**src/common/iss_cfg.svh**
```systemverilog
// constants for the interrupt service sequencer: offsets, field positions,
// reset values. assumes a 64-bit interrupt vector and 32-bit words.
// Behaviour
// - entry stores return pc in the return register chosen by event type
// - entry selects emulation mode for emulation, supervisor mode otherwise
// - first handler op at stage two clears edge pending, sets in-service bit
// - global in-service bit is set on hardware entries and alias writes only
// - a set global in-service bit blocks hardware until alias save
// - enabled exception acts at stage two and aborts all younger ops
// - exception during hardware entry aborts it, pending bit stays set
// - global in-service bit forces priority mask bits 59..0 to zero
// - exceptions ignore global enable and global in-service bits
// - pc captured at entry, written to return register at commit
// - stage two recheck of global bits, else flush and resume
// - alias read clears, alias write sets the global in-service bit
// - return clears top in-service bit, global bit unless exception
// - non-nesting handler keeps hardware blocked for whole routine
// - the entry's own enable bit cleared in flight does not stop the entry
// - priority mask is ones above top in-service bit, else zero
// - pending and enable and priority mask, serve highest if global on
`ifndef ISS_CFG_SVH
`define ISS_CFG_SVH

`define ISS_VEC_W 64
`define ISS_PC_W 32
`define ISS_ADDR_W 8
`define ISS_DATA_W 32
`define ISS_HW_TOP 59
`define ISS_GLOBAL_BIT 60
`define ISS_EXC_BIT 62
`define ISS_EMU_BIT 63

// register byte offsets
`define ISS_OFS_PEND_LO 8'h00
`define ISS_OFS_PEND_HI 8'h04
`define ISS_OFS_PSET_LO 8'h08
`define ISS_OFS_PSET_HI 8'h0C
`define ISS_OFS_PCLR_LO 8'h10
`define ISS_OFS_PCLR_HI 8'h14
`define ISS_OFS_ENAB_LO 8'h18
`define ISS_OFS_ENAB_HI 8'h1C
`define ISS_OFS_INSV_LO 8'h20
`define ISS_OFS_INSV_HI 8'h24
`define ISS_OFS_EDGE_LO 8'h28
`define ISS_OFS_EDGE_HI 8'h2C
`define ISS_OFS_HWRET 8'h30
`define ISS_OFS_EXCRET 8'h34
`define ISS_OFS_DBGRET 8'h38
`define ISS_OFS_STAT 8'h3C
`define ISS_OFS_MASK 8'h40

// event status bits
`define ISS_EVT_W 3
`define ISS_EVT_HW 0
`define ISS_EVT_EXC 1
`define ISS_EVT_DROP 2

// reset values
`define ISS_ENAB_RST 64'hC000_0000_0000_0000
`define ISS_EDGE_RST 64'h0FFF_FFFF_FFFF_FFFF
`define ISS_PC_RST 32'h0000_0000

`endif

```
**src/common/iss_pkg.sv**
```systemverilog
// types for the interrupt service sequencer.
// assumes iss_cfg.svh is on the include path.
`include "iss_cfg.svh"
package iss_pkg;
    typedef enum logic [0:0] {
        ST_IDLE = 1'b0,
        ST_FLIGHT = 1'b1
    } seq_state_t;

    typedef enum logic [1:0] {
        MODE_USER = 2'b00,
        MODE_SUPER = 2'b01,
        MODE_EMU = 2'b10
    } mode_t;

    typedef struct packed {
        logic we;
        logic re;
        logic [`ISS_ADDR_W-1:0] addr;
        logic [`ISS_DATA_W-1:0] wdata;
    } bus_req_t;

    typedef struct packed {
        logic valid;
        logic emu;
        logic [`ISS_PC_W-1:0] pc;
    } exc_req_t;
endpackage

```
**src/core/interrupt_service_sequencer.sv**
```systemverilog
// interrupt entry, recheck, abort and return sequencing for a core.
// assumes the pipeline shares clk_i and resetn_i, so its inputs need no
// synchroniser; registers are reached over a plain strobe port.
//
// Design decisions made here: strobed register access and the register addresses.
`timescale 1ns/1ps
`default_nettype none
`include "iss_cfg.svh"
module interrupt_service_sequencer (
    input wire logic clk_i,
    input wire logic resetn_i,
    input wire iss_pkg::bus_req_t bus_i,
    output logic [`ISS_DATA_W-1:0] rdata_o,
    input wire logic [`ISS_HW_TOP:0] irq_lines_i,
    input wire logic [`ISS_PC_W-1:0] next_pc_i,
    input wire logic first_ex2_i,
    input wire iss_pkg::exc_req_t exc_i,
    input wire logic alias_rd_i,
    input wire logic alias_wr_i,
    input wire logic [`ISS_PC_W-1:0] alias_wdata_i,
    input wire logic rti_i,
    output logic entry_o,
    output logic [5:0] entry_vec_o,
    output logic abort_o,
    output logic jump_o,
    output logic [`ISS_PC_W-1:0] jump_pc_o,
    output logic [`ISS_PC_W-1:0] alias_rdata_o,
    output iss_pkg::mode_t mode_o,
    output logic irq_o
);

    // ******************************************************
    // state and helpers
    // ******************************************************
    localparam int VW = `ISS_VEC_W;

    iss_pkg::seq_state_t state_q;
    logic [VW-1:0] pend_q, pend_d;
    logic [VW-1:0] enab_q;
    logic [VW-1:0] insvc_q, insvc_d;
    logic [VW-1:0] edge_q;
    logic [`ISS_HW_TOP:0] irq_prev_q;
    logic [5:0] vec_q;
    logic [`ISS_PC_W-1:0] cap_pc_q;
    logic [`ISS_PC_W-1:0] hw_ret_q, exc_ret_q, dbg_ret_q;
    logic [`ISS_EVT_W-1:0] stat_q, stat_d, mask_q;
    logic [`ISS_DATA_W-1:0] rdata_q;
    iss_pkg::mode_t mode_q;
    logic entry_q, abort_q, jump_q, irq_q;
    logic [5:0] entry_vec_q;
    logic [`ISS_PC_W-1:0] jump_pc_q;

    logic [VW-1:0] spm_v, cand_v, hw_set_v;
    logic [6:0] hw_sel, insvc_top;
    logic exc_take, take_hw, hw_commit, hw_drop, recheck_ok;

    // ones above the top set bit, zero at and below it
    function automatic logic [VW-1:0] prio_mask(input logic [VW-1:0] m);
        logic [VW-1:0] r;
        logic seen;
        r = '0;
        seen = 1'b0;
        for (int i = VW - 1; i >= 0; i--)
        begin
            if (m[i])
                seen = 1'b1;
            r[i] = ~seen;
        end
        return r;
    endfunction

    // {found, index}, highest index wins
    function automatic logic [6:0] top_bit(input logic [VW-1:0] v);
        logic [6:0] r;
        r = 7'h00;
        for (int i = 0; i < VW; i++)
        begin
            if (v[i])
                r = {1'b1, 6'(i)};
        end
        return r;
    endfunction

    // ******************************************************
    // selection and decisions
    // ******************************************************
    // derived mask and masked pending vector, evaluated every cycle
    always_comb
    begin
        spm_v = prio_mask(insvc_q);
        if (insvc_q[`ISS_GLOBAL_BIT])
            spm_v[`ISS_HW_TOP:0] = '0;
        cand_v = pend_q & enab_q & spm_v;
        cand_v[VW-1:`ISS_GLOBAL_BIT] = '0;
        hw_sel = top_bit(cand_v);
        insvc_top = top_bit({insvc_q[VW-1:`ISS_EXC_BIT], 2'h0,
            insvc_q[`ISS_HW_TOP:0]}); // bits 61..60 are flags, not levels
    end

    // exceptions bypass both global bits; a disabled one is simply lost
    assign exc_take = exc_i.valid &&
        (exc_i.emu ? enab_q[`ISS_EMU_BIT] : enab_q[`ISS_EXC_BIT]);
    // no new hardware entry while one is in flight or bit 60 is held
    assign take_hw = (state_q == iss_pkg::ST_IDLE) && !exc_take &&
        enab_q[`ISS_GLOBAL_BIT] && hw_sel[6];
    // only the global bits are rechecked, not the entry's own enable bit
    assign recheck_ok = enab_q[`ISS_GLOBAL_BIT] &&
        !insvc_q[`ISS_GLOBAL_BIT];
    assign hw_commit = (state_q == iss_pkg::ST_FLIGHT) && first_ex2_i &&
        !exc_take && recheck_ok;
    assign hw_drop = (state_q == iss_pkg::ST_FLIGHT) && first_ex2_i &&
        !exc_take && !recheck_ok;

    // ******************************************************
    // entry sequencer
    // ******************************************************
    // exception pre-empts an in-flight entry, which goes back to idle
    always_ff @(posedge clk_i or negedge resetn_i)
    begin
        if (!resetn_i)
        begin
            state_q <= iss_pkg::ST_IDLE;
            vec_q <= 6'h00;
            cap_pc_q <= `ISS_PC_RST;
        end
        else if (state_q == iss_pkg::ST_IDLE)
        begin
            if (take_hw)
            begin
                state_q <= iss_pkg::ST_FLIGHT;
                vec_q <= hw_sel[5:0];
                cap_pc_q <= next_pc_i;
            end
        end
        else if (exc_take || first_ex2_i)
        begin
            state_q <= iss_pkg::ST_IDLE;
        end
    end

    // ******************************************************
    // pending latch
    // ******************************************************
    // hardware sets are applied last so they beat any clear
    always_comb
    begin
        hw_set_v = '0;
        pend_d = pend_q;
        if (bus_i.we)
        begin
            unique case (bus_i.addr)
                `ISS_OFS_PSET_LO: pend_d[31:0] = pend_q[31:0] | bus_i.wdata;
                `ISS_OFS_PSET_HI: pend_d[63:32] = pend_q[63:32] | bus_i.wdata;
                `ISS_OFS_PCLR_LO: pend_d[31:0] = pend_q[31:0] & bus_i.wdata;
                `ISS_OFS_PCLR_HI: pend_d[63:32] = pend_q[63:32] & bus_i.wdata;
                default: pend_d = pend_q;
            endcase
        end
        // an aborted entry leaves its bit alone so it is served later
        if (hw_commit && edge_q[vec_q])
            pend_d[vec_q] = 1'b0;
        for (int i = 0; i <= `ISS_HW_TOP; i++)
        begin
            if (edge_q[i])
            begin
                hw_set_v[i] = irq_lines_i[i] & ~irq_prev_q[i];
                pend_d[i] = pend_d[i] | hw_set_v[i];
            end
            else
            begin
                pend_d[i] = irq_lines_i[i];
            end
        end
        // exception bits are never latched: the faulting line is gone
        pend_d[VW-1:`ISS_GLOBAL_BIT] = '0;
    end

    always_ff @(posedge clk_i or negedge resetn_i)
    begin
        if (!resetn_i)
        begin
            pend_q <= '0;
            irq_prev_q <= '0;
        end
        else
        begin
            pend_q <= pend_d;
            irq_prev_q <= irq_lines_i;
        end
    end

    // ******************************************************
    // in-service mask
    // ******************************************************
    // clears first (return, alias read), then sets, so a set wins
    always_comb
    begin
        insvc_d = insvc_q;
        if (rti_i && insvc_top[6])
        begin
            insvc_d[insvc_top[5:0]] = 1'b0;
            if (insvc_top[5:0] < 6'(`ISS_EXC_BIT - 1))
                insvc_d[`ISS_GLOBAL_BIT] = 1'b0;
        end
        if (alias_rd_i)
            insvc_d[`ISS_GLOBAL_BIT] = 1'b0;
        if (alias_wr_i)
            insvc_d[`ISS_GLOBAL_BIT] = 1'b1;
        if (hw_commit)
        begin
            insvc_d[vec_q] = 1'b1;
            insvc_d[`ISS_GLOBAL_BIT] = 1'b1;
        end
        // exception entry marks its own bit and leaves bit 60 untouched
        if (exc_take)
        begin
            if (exc_i.emu)
                insvc_d[`ISS_EMU_BIT] = 1'b1;
            else
                insvc_d[`ISS_EXC_BIT] = 1'b1;
        end
    end

    always_ff @(posedge clk_i or negedge resetn_i)
    begin
        if (!resetn_i)
            insvc_q <= '0;
        else
            insvc_q <= insvc_d;
    end

    // ******************************************************
    // return registers and mode
    // ******************************************************
    // hardware return written only at commit; alias write also loads it
    always_ff @(posedge clk_i or negedge resetn_i)
    begin
        if (!resetn_i)
        begin
            hw_ret_q <= `ISS_PC_RST;
            exc_ret_q <= `ISS_PC_RST;
            dbg_ret_q <= `ISS_PC_RST;
        end
        else
        begin
            if (alias_wr_i)
                hw_ret_q <= alias_wdata_i;
            else if (hw_commit)
                hw_ret_q <= cap_pc_q;
            if (exc_take && !exc_i.emu)
                exc_ret_q <= exc_i.pc;
            if (exc_take && exc_i.emu)
                dbg_ret_q <= exc_i.pc;
        end
    end

    // back to user mode only when nothing is left in service
    always_ff @(posedge clk_i or negedge resetn_i)
    begin
        if (!resetn_i)
            mode_q <= iss_pkg::MODE_USER;
        else if (exc_take && exc_i.emu)
            mode_q <= iss_pkg::MODE_EMU;
        else if (exc_take || hw_commit)
            mode_q <= iss_pkg::MODE_SUPER;
        else if (rti_i && insvc_d == '0)
            mode_q <= iss_pkg::MODE_USER;
    end

    // ******************************************************
    // pipeline outputs
    // ******************************************************
    // one-cycle pulses; abort covers exception flush and failed recheck
    always_ff @(posedge clk_i or negedge resetn_i)
    begin
        if (!resetn_i)
        begin
            entry_q <= 1'b0;
            entry_vec_q <= 6'h00;
            abort_q <= 1'b0;
            jump_q <= 1'b0;
            jump_pc_q <= `ISS_PC_RST;
        end
        else
        begin
            entry_q <= take_hw;
            if (take_hw)
                entry_vec_q <= hw_sel[5:0];
            abort_q <= exc_take || hw_drop;
            jump_q <= rti_i;
            if (rti_i)
                jump_pc_q <= hw_ret_q;
        end
    end

    // ******************************************************
    // register port and interrupt output
    // ******************************************************
    // configuration writes
    always_ff @(posedge clk_i or negedge resetn_i)
    begin
        if (!resetn_i)
        begin
            enab_q <= `ISS_ENAB_RST;
            edge_q <= `ISS_EDGE_RST;
            mask_q <= '0;
        end
        else if (bus_i.we)
        begin
            unique case (bus_i.addr)
                `ISS_OFS_ENAB_LO: enab_q[31:0] <= bus_i.wdata;
                `ISS_OFS_ENAB_HI: enab_q[63:32] <= bus_i.wdata;
                `ISS_OFS_EDGE_LO: edge_q[31:0] <= bus_i.wdata;
                `ISS_OFS_EDGE_HI: edge_q[63:32] <= bus_i.wdata;
                `ISS_OFS_MASK: mask_q <= bus_i.wdata[`ISS_EVT_W-1:0];
                default: mask_q <= mask_q;
            endcase
        end
    end

    // sticky events; read clears, but an event in that cycle survives
    always_comb
    begin
        stat_d = stat_q;
        if (bus_i.re && bus_i.addr == `ISS_OFS_STAT)
            stat_d = '0;
        stat_d[`ISS_EVT_HW] = stat_d[`ISS_EVT_HW] | hw_commit;
        stat_d[`ISS_EVT_EXC] = stat_d[`ISS_EVT_EXC] | exc_take;
        stat_d[`ISS_EVT_DROP] = stat_d[`ISS_EVT_DROP] | hw_drop;
    end

    always_ff @(posedge clk_i or negedge resetn_i)
    begin
        if (!resetn_i)
        begin
            stat_q <= '0;
            irq_q <= 1'b0;
        end
        else
        begin
            stat_q <= stat_d;
            irq_q <= |(stat_d & mask_q);
        end
    end

    // read data stands one cycle after the strobe; unmapped reads zero
    always_ff @(posedge clk_i or negedge resetn_i)
    begin
        if (!resetn_i)
            rdata_q <= '0;
        else if (bus_i.re)
        begin
            unique case (bus_i.addr)
                `ISS_OFS_PEND_LO: rdata_q <= pend_q[31:0];
                `ISS_OFS_PEND_HI: rdata_q <= pend_q[63:32];
                `ISS_OFS_ENAB_LO: rdata_q <= enab_q[31:0];
                `ISS_OFS_ENAB_HI: rdata_q <= enab_q[63:32];
                `ISS_OFS_INSV_LO: rdata_q <= insvc_q[31:0];
                `ISS_OFS_INSV_HI: rdata_q <= insvc_q[63:32];
                `ISS_OFS_EDGE_LO: rdata_q <= edge_q[31:0];
                `ISS_OFS_EDGE_HI: rdata_q <= edge_q[63:32];
                `ISS_OFS_HWRET: rdata_q <= hw_ret_q;
                `ISS_OFS_EXCRET: rdata_q <= exc_ret_q;
                `ISS_OFS_DBGRET: rdata_q <= dbg_ret_q;
                `ISS_OFS_STAT: rdata_q <= {29'h0000_0000, stat_q};
                `ISS_OFS_MASK: rdata_q <= {29'h0000_0000, mask_q};
                default: rdata_q <= '0;
            endcase
        end
        else
            rdata_q <= '0;
    end

    assign rdata_o = rdata_q;
    assign entry_o = entry_q;
    assign entry_vec_o = entry_vec_q;
    assign abort_o = abort_q;
    assign jump_o = jump_q;
    assign jump_pc_o = jump_pc_q;
    assign alias_rdata_o = hw_ret_q;
    assign mode_o = mode_q;
    assign irq_o = irq_q;
endmodule
`default_nettype wire

```
**config.mk**
```make
export PLATFORM = sky130hd
export DESIGN_NAME = interrupt_service_sequencer
export DESIGN_NICKNAME = d
export VERILOG_FILES = /design/src/common/iss_pkg.sv /design/src/core/interrupt_service_sequencer.sv
export VERILOG_INCLUDE_DIRS = /design/src /design/src/common
export SDC_FILE = /design/constraint.sdc
export NUM_CORES = 1
export LEC_CHECK = 0
export BUFFER_PORTS_ARGS = -buffer_cell sky130_fd_sc_hd__buf_2
export CORE_MARGIN = 5
export CORE_UTILIZATION = 50
export CTS_BUF_LIST = sky130_fd_sc_hd__clkbuf_16
export CTS_CLUSTER_SIZE = 8
export DETAILED_ROUTE_END_ITERATION = 10
export PLACE_DENSITY = 0.7
export SLEW_MARGIN = 20
export SYNTH_ARGS = -nofsm -noshare
export SYNTH_HDL_FRONTEND = slang
export SYNTH_SLANG_ARGS = --single-unit
export TNS_END_PERCENT = 5
```
**constraint.sdc**
```tcl
create_clock -name clk_i -period 3.93 [get_ports clk_i]
set_input_delay 0.393 -clock clk_i [delete_from_list [all_inputs] [get_ports clk_i]]
set_output_delay 0.393 -clock clk_i [all_outputs]
set_load 0.01 [all_outputs]
```
### Yosys cells after proc, flatten, opt, wreduce, memory -nomap -nowiden

Cells that the tools add are included.

| storage, ports and cells | value |
|---|---|
| output and inout bits | 108 |
| bits of input ports | 206 |
| word-level logic and storage cells | 612 |
| flip-flop bits (word level) | 529 |

| operators by class | value |
|---|---|
| reductions and logical operators | 35 |
| bitwise gates (word level) | 256 |
| multiplexer cells | 277 |
| equality and inequality tests | 16 |
| $lt $le $gt $ge | 5 |

Operators by type and width:

| kind | count |
|---|---|
| $mux W7 | 122 |
| $pmux W32 S13 | 1 |
| $and A60 B60 Y60 | 3 |
| $mux W60 | 3 |
| $mux W1 | 136 |
| $mux W64 | 2 |
| $not A1 Y1 | 121 |
| $mux W32 | 3 |
| $and A64 B64 Y64 | 1 |
| $eq A8 B6 Y1 const B | 8 |
| $logic_not A64 Y1 | 1 |
| $not A64 Y64 | 1 |
| $or A64 B64 Y64 | 1 |
| $pmux W32 S2 | 1 |
| $or A1 B1 Y1 | 63 |
| $and A1 B1 Y1 | 60 |
| $not A60 Y60 | 1 |
| $pmux W28 S2 | 1 |
| $and A32 B32 Y32 | 1 |
| $eq A8 B5 Y1 const B | 4 |
| $or A32 B32 Y32 | 1 |
| $and A28 B28 Y28 | 1 |
| $or A28 B28 Y28 | 1 |
| $logic_and A1 B1 Y1 | 17 |
| other kinds (18) | 35 |

### Logic depth before layout (Yosys ltp)

| depth | value |
|---|---|
| word-level depth | 130 |
| depth in mapped cells | 16 |
| mapped depth without buffers | 12 |

### Worst setup path after synthesis

OpenSTA, ideal clock, no wires.

| timing | value |
|---|---|
| path type | reg2reg |
| from | register insvc_q[47] |
| to | register mode_q[1], in the netlist mode_o[1] |
| required time | 3.802 ns |
| slack | 0.369 ns |
| buffers on the path | 2 |
| cell stages (with the launch flop) | 15 |
| data arrival time | 3.433 ns |
| period minus slack after synthesis | 3.561 ns |
| path through | dfrtp_1 -> buf_4 -> or4_4 -> nor4_2 -> o221ai_1 -> or3b_1 -> buf_4 -> o21ai_2 -> or3b_1 -> a22o_1 -> or4b_1 -> nor4_1 -> and4_1 -> nand3_1 -> a21boi_1 |

RTL lines:

| item | RTL line | RTL |
|---|---|---|
| start: declaration | interrupt_service_sequencer.sv:40 | `logic [VW-1:0] insvc_q, insvc_d;` |
| start signal: assignment | interrupt_service_sequencer.sv:229 | `insvc_q <= insvc_d;` |
| $mux W7 (*) (15 in series) | interrupt_service_sequencer.sv:78 | `if (v[i])` |
| $lt A6 B7 Y1 (not written as such) or $ge A6 B1 Y1 (tied branches) | interrupt_service_sequencer.sv:201 | `insvc_d[insvc_top[5:0]] = 1'b0;` |
| $logic_and A1 B1 Y1 (not written as such) | interrupt_service_sequencer.sv:201 |  |
| $mux W1 (not written as such) | interrupt_service_sequencer.sv:201 |  |
| $demux W1 S6 | interrupt_service_sequencer.sv:201 |  |
| $not A64 Y64 (no line) | - |  |
| $and A64 B64 Y64 (no line) | - |  |
| $mux W64 (*) | interrupt_service_sequencer.sv:199 | `if (rti_i && insvc_top[6])` |
| $or A64 B64 Y64 (no line) | - |  |
| $mux W64 (*) | interrupt_service_sequencer.sv:209 | `if (hw_commit)` |
| net insvc_d[33] | interrupt_service_sequencer.sv:40 |  |
| $logic_not A64 Y1 (*) | interrupt_service_sequencer.sv:266 | `else if (rti_i && insvc_d == '0)` |
| $logic_and A1 B1 Y1 (*) | interrupt_service_sequencer.sv:266 |  |
| $reduce_bool A3 Y1 (no line) (*) | - |  |
| end signal: assignment | interrupt_service_sequencer.sv:263 | `mode_q <= iss_pkg::MODE_EMU;` |
| end signal: assignment | interrupt_service_sequencer.sv:265 | `mode_q <= iss_pkg::MODE_SUPER;` |
| end signal: assignment | interrupt_service_sequencer.sv:267 | `mode_q <= iss_pkg::MODE_USER;` |
| end: declaration | interrupt_service_sequencer.sv:48 | `iss_pkg::mode_t mode_q;` |

The timed path passes the listed nets; every way through them passes the cells marked *.
A chain may end at the register's enable or synchronous reset.

### Worst setup path after layout

| timing | value |
|---|---|
| from | register insvc_q[43] |
| to | register mode_q[1], in the netlist mode_o[1] |

RTL lines:

| item | RTL line |
|---|---|
| $mux W7 (*) (19 in series) | interrupt_service_sequencer.sv:78 |
| $lt A6 B7 Y1 (not written as such) or $ge A6 B1 Y1 (tied branches) | interrupt_service_sequencer.sv:201 |
| $logic_and A1 B1 Y1 (not written as such) | interrupt_service_sequencer.sv:201 |
| $mux W1 (not written as such) | interrupt_service_sequencer.sv:201 |
| $demux W1 S6 | interrupt_service_sequencer.sv:201 |
| $not A64 Y64 (no line) | - |
| $and A64 B64 Y64 (no line) | - |
| $mux W64 (*) | interrupt_service_sequencer.sv:199 |
| $or A64 B64 Y64 (no line) | - |
| $mux W64 (*) | interrupt_service_sequencer.sv:209 |
| net insvc_d[33] | interrupt_service_sequencer.sv:40 |
| $logic_not A64 Y1 (*) | interrupt_service_sequencer.sv:266 |
| $logic_and A1 B1 Y1 (*) | interrupt_service_sequencer.sv:266 |
| $reduce_bool A3 Y1 (no line) (*) | - |

Marked as above.

==> metrics.csv <==
stage,metric,value,unit
status,status,finished with violations,
status,failing checks,setup timing,
final_layout,non-filler instance count after layout,3925,
floorplanning,die area,56800,µm²
clocking,clk_lat worst skew,0.62,ns
floorplanning,Core Area,51500,µm²
worst_hold_path,Hold Path Class,in2reg,
place,hpwl dp,92600,µm
timing,Final Hold Viols,0,
route,DR vias,26400,
final_layout,Finished Core Util,0.676,
logic_synthesis,Post-Syn Instances,2452,
setup_path,Critical Path Sink,mode_o[1]$_DFFE_PN0P_,
place,Post-Place Cells,3716,
place,gpl congestion,1.05,
logic_synthesis,"FF+latch count, synth",529,
setup_path,launch point of the worst reg-to-reg path,insvc_q[43]$_DFF_PN0_,
logic_synthesis,syn_nets,2658,
route,"antenna viol nets, final",0,
setup_path,crit path DAT,4.44,ns
route,wire per inst,32.6,µm
grt,first-pass GRT wire length,184000,µm
place,Place WS,-0.406,ns
setup_path,Setup CP Type,reg2reg,
logic_synthesis,asr flop ratio synth,1.00,
timing,Final period util,1.02,
setup_path,startpoint types,flop,
clocking,Num CTS Buffers,76,
clocking,Max H-tree Level,3,
final_layout,sequential cell area,13300,µm²
final_layout,fin nets,3405,
logic_synthesis,Mapped Avg Cell Area,10.6,µm²
route,Iteration-0 DRC Markers,3026,
logic_synthesis,post-synthesis sequential area ratio,0.510,
logic_synthesis,dominant synthesized flop cell,dfrtp_1,
timing,RSZ-0062 raised after global routing,yes,
timing,FMAX,250,MHz
setup_path,endpoint type of the worst setup path,flop,
run,total of max-cap violations,0,
final_layout,proportion of layout cells with a drive suffix above 1,0.385,
logic_synthesis,number of synthesized flops with an enable pin,0,
route,Initial DRT Pass Iterations,8,
logic_synthesis,library cells used by synthesis,83,
setup_path,worst path required time,4.38,ns
power_and_ir_drop,P_leak,16.1,nW
setup_path,CP peak stage delay,0.61,ns
floorplanning,Starting Density,0.507,
clocking,clk slew on worst S/H paths,0.05,ns
grt,initial antenna violation count,6,
place,I/O Buffers,313,
route,DRC violations left,0,
timing,post-route setup slack,-0.0625,ns
timing,worst slew pin tran,0.858,ns
final_layout,synth-to-layout area growth,33.5,%
clocking,CTS max path bufs,3,
route,Via density,6.73,
timing,clk_skew,0.0229,ns
timing,slew margin rel.,0.412,
timing,final setup TNS,-0.0625,ns
grt,Total GRT Usage,0.441,
power_and_ir_drop,VDD IR max,0.402,mV
floorplanning,Die H,238,µm
clocking,CTS Sinks,529,
power_and_ir_drop,Tot Pwr,0.0168,W
clocking,clock root buffer,clkbuf_16,
setup_path,reg2reg end,mode_o[1]$_DFFE_PN0P_,
final_layout,Antenna diodes,0,
final_layout,fill count,3859,
setup_path,R2R depth,13,
setup_path,critical path launch point,insvc_q[43]$_DFF_PN0_,
setup_path,crit-path cells,"or4_4, nor3_4, buf_6, o311ai_2, a41oi_2, o21ai_4, or3b_1, a22o_1, or4b_4, nor4_4, and4_4, nand3_4, a21boi_2",
grt,largest net degree at the start of global routing,128,
timing,max-slew violation count,0,
final_layout,multi-input logic area,12500,µm²
grt,vias in the first global route,27600,
floorplanning,Die X,238,µm
route,routed wire length,128000,µm
floorplanning,row cnt,83,
logic_synthesis,synthesized area,26100,µm²
floorplanning,I/O pin count,314,
timing,final setup fails,1,
timing,Final min period,3.99,ns
logic_synthesis,Synth warnings,0,
power_and_ir_drop,PD cells,481,nW/µm²
grt,grt ovf,0,
clocking,CTS tree,built,
setup_path,CP Max Fanout,6,
setup_path,R2R Setup Slk,-0.06,ns
setup_path,"slowest stage cell, crit path",or4_4,
worst_hold_path,hold path depth,2,
==> flip-flops by register name, indices dropped and copies added (netlist names), 32 cells and up <==
register and count:
alias_rdata_o 32, cap_pc_q 32, dbg_ret_q 32, edge_q 64, enab_q 64, exc_ret_q 32
insvc_q 64, irq_prev_q 60, jump_pc_o 32, pend_q 60, rdata_o 32
==> critical path: cells and delay by family, from the launching register on <==
family	cells	cell delay (ns)
flops	1	0.41
buf+inv	1	0.14
simple gates	7	2.31
compound gates	5	0.97
==> worst min path at each step <==
stage                     slack [ns]                        from                             to
after global placement          0.48  entry_vec_o[0]$_DFFE_PN0P_     entry_vec_o[0]$_DFFE_PN0P_
after CTS                     0.0001           alias_wdata_i[23]  alias_rdata_o[23]$_DFFE_PN0P_
final                           0.01                next_pc_i[6]        cap_pc_q[6]$_DFFE_PN0P_
after detailed placement        0.48  entry_vec_o[5]$_DFFE_PN0P_     entry_vec_o[5]$_DFFE_PN0P_
after global routing           0.007                next_pc_i[6]        cap_pc_q[6]$_DFFE_PN0P_
after floorplan                  0.1                    resetn_i              abort_o$_DFF_PN0_
==> Yosys cell counts (all sizes together), types with 31 or more instances <==
| master | n | area share |
|---|---|---|
| dfrtp | 467 | 0.45 |
| mux2 | 260 | 0.11 |
| nand2 | 256 | 0.037 |
| o21ai | 206 | 0.040 |
| clkbuf | 125 | 0.018 |
| a21oi | 106 | 0.020 |
| nor2 | 104 | 0.015 |
| a221oi | 69 | 0.023 |
| mux2i | 65 | 0.025 |
| a21o | 63 | 0.018 |
| a22o | 62 | 0.021 |
| dfstp | 62 | 0.062 |
| a22oi | 57 | 0.016 |
| a211oi | 56 | 0.016 |
| a31oi | 47 | 0.011 |
| nand3 | 40 | 0.0077 |
| nor3 | 37 | 0.0071 |
| buf | 32 | 0.0054 |
| nor4 | 31 | 0.0085 |
==> layout make-up <==
cell class	instances	area share
flip-flops and latches	529	0.382
multi-input cells	1741	0.360
repair buffers	826	0.169
clock buffers	77	0.0553
well taps	680	0.0244
clock inverters	47	0.00643
inverters	25	0.00269
==> through the flow <==
step	hold WS (ns)	instance area [µm²]
final	0.0118	34800
after global placement	0.478	31400
after CTS	0.000135	34600
after detailed placement	0.482	31400
after global routing	0.00710	34800
after floorplan	0.0974	26100
==> kinds of logic (layout without fill, tap and decap cells) <==
group / count (synthesis) / after routing / synth area share
flops: 529 / 529 / 0.510
mux: 326 / 326 / 0.138
simple gates: 616 / 616 / 0.116
buf+inv: 182 / 975 / 0.0270
compound gates: 799 / 799 / 0.209
==> report_power, final <==
part	leakage, nW	internal [W]	switching [W]	total (W)
registers	6.66	0.00598	0.000456	0.00643
logic	8.27	0.00179	0.00256	0.00434
clock network	1.20	0.00350	0.00247	0.00598
total	16.1	0.0113	0.00549	0.0168
==> cell usage in the layout (no fill, tap or decap), drive strengths merged, types with 7 or more instances in the layout <==
cell / netlist / routed
and3: 9 / 9
nand4: 17 / 17
a21o: 63 / 63
a21oi: 106 / 106
dlygate4sd3: 0 / 78
nor2: 104 / 104
o21ai: 206 / 206
nor4: 31 / 31
nor4b: 7 / 7
nand3b: 20 / 20
or4: 15 / 15
nand4b: 7 / 7
mux2i: 65 / 65
a32o: 11 / 11
o21a: 17 / 17
dfstp: 62 / 62
a211oi: 56 / 56
buf: 32 / 748
clkbuf: 125 / 77
inv: 25 / 68
o211ai: 8 / 8
and2: 7 / 7
nand3: 40 / 40
a221oi: 69 / 69
dfrtp: 467 / 467
nor2b: 17 / 17
nand2b: 16 / 16
mux2: 260 / 260
o31ai: 12 / 12
nand2: 256 / 256
o22ai: 18 / 18
a22oi: 57 / 57
a31oi: 47 / 47
or2: 10 / 10
nor3: 37 / 37
a22o: 62 / 62
==> routing by layer <==
metal | part of all wire | vias to the layer above | wire length, µm | global-route usage
met4 | 0.090 | 6 | 11500 | 0.311
met5 | 0.00036 | - | 46 | 0
met1 | 0.37 | 13100 | 47200 | 0.550
li1 | - | 10800 | - | -
met3 | 0.11 | 638 | 13500 | 0.126
met2 | 0.44 | 1899 | 55900 | 0.662
==> timing repair <==
action                     CTS  global route
pin swaps                   10            10
gates resized for setup     49            34
buffers inserted             5             1
hold endpoints to repair   100             0
setup endpoints to repair    4             6
hold buffers                78             0
cloned                       0             0
No activity file was read; power rests on OpenSTA's default activity.
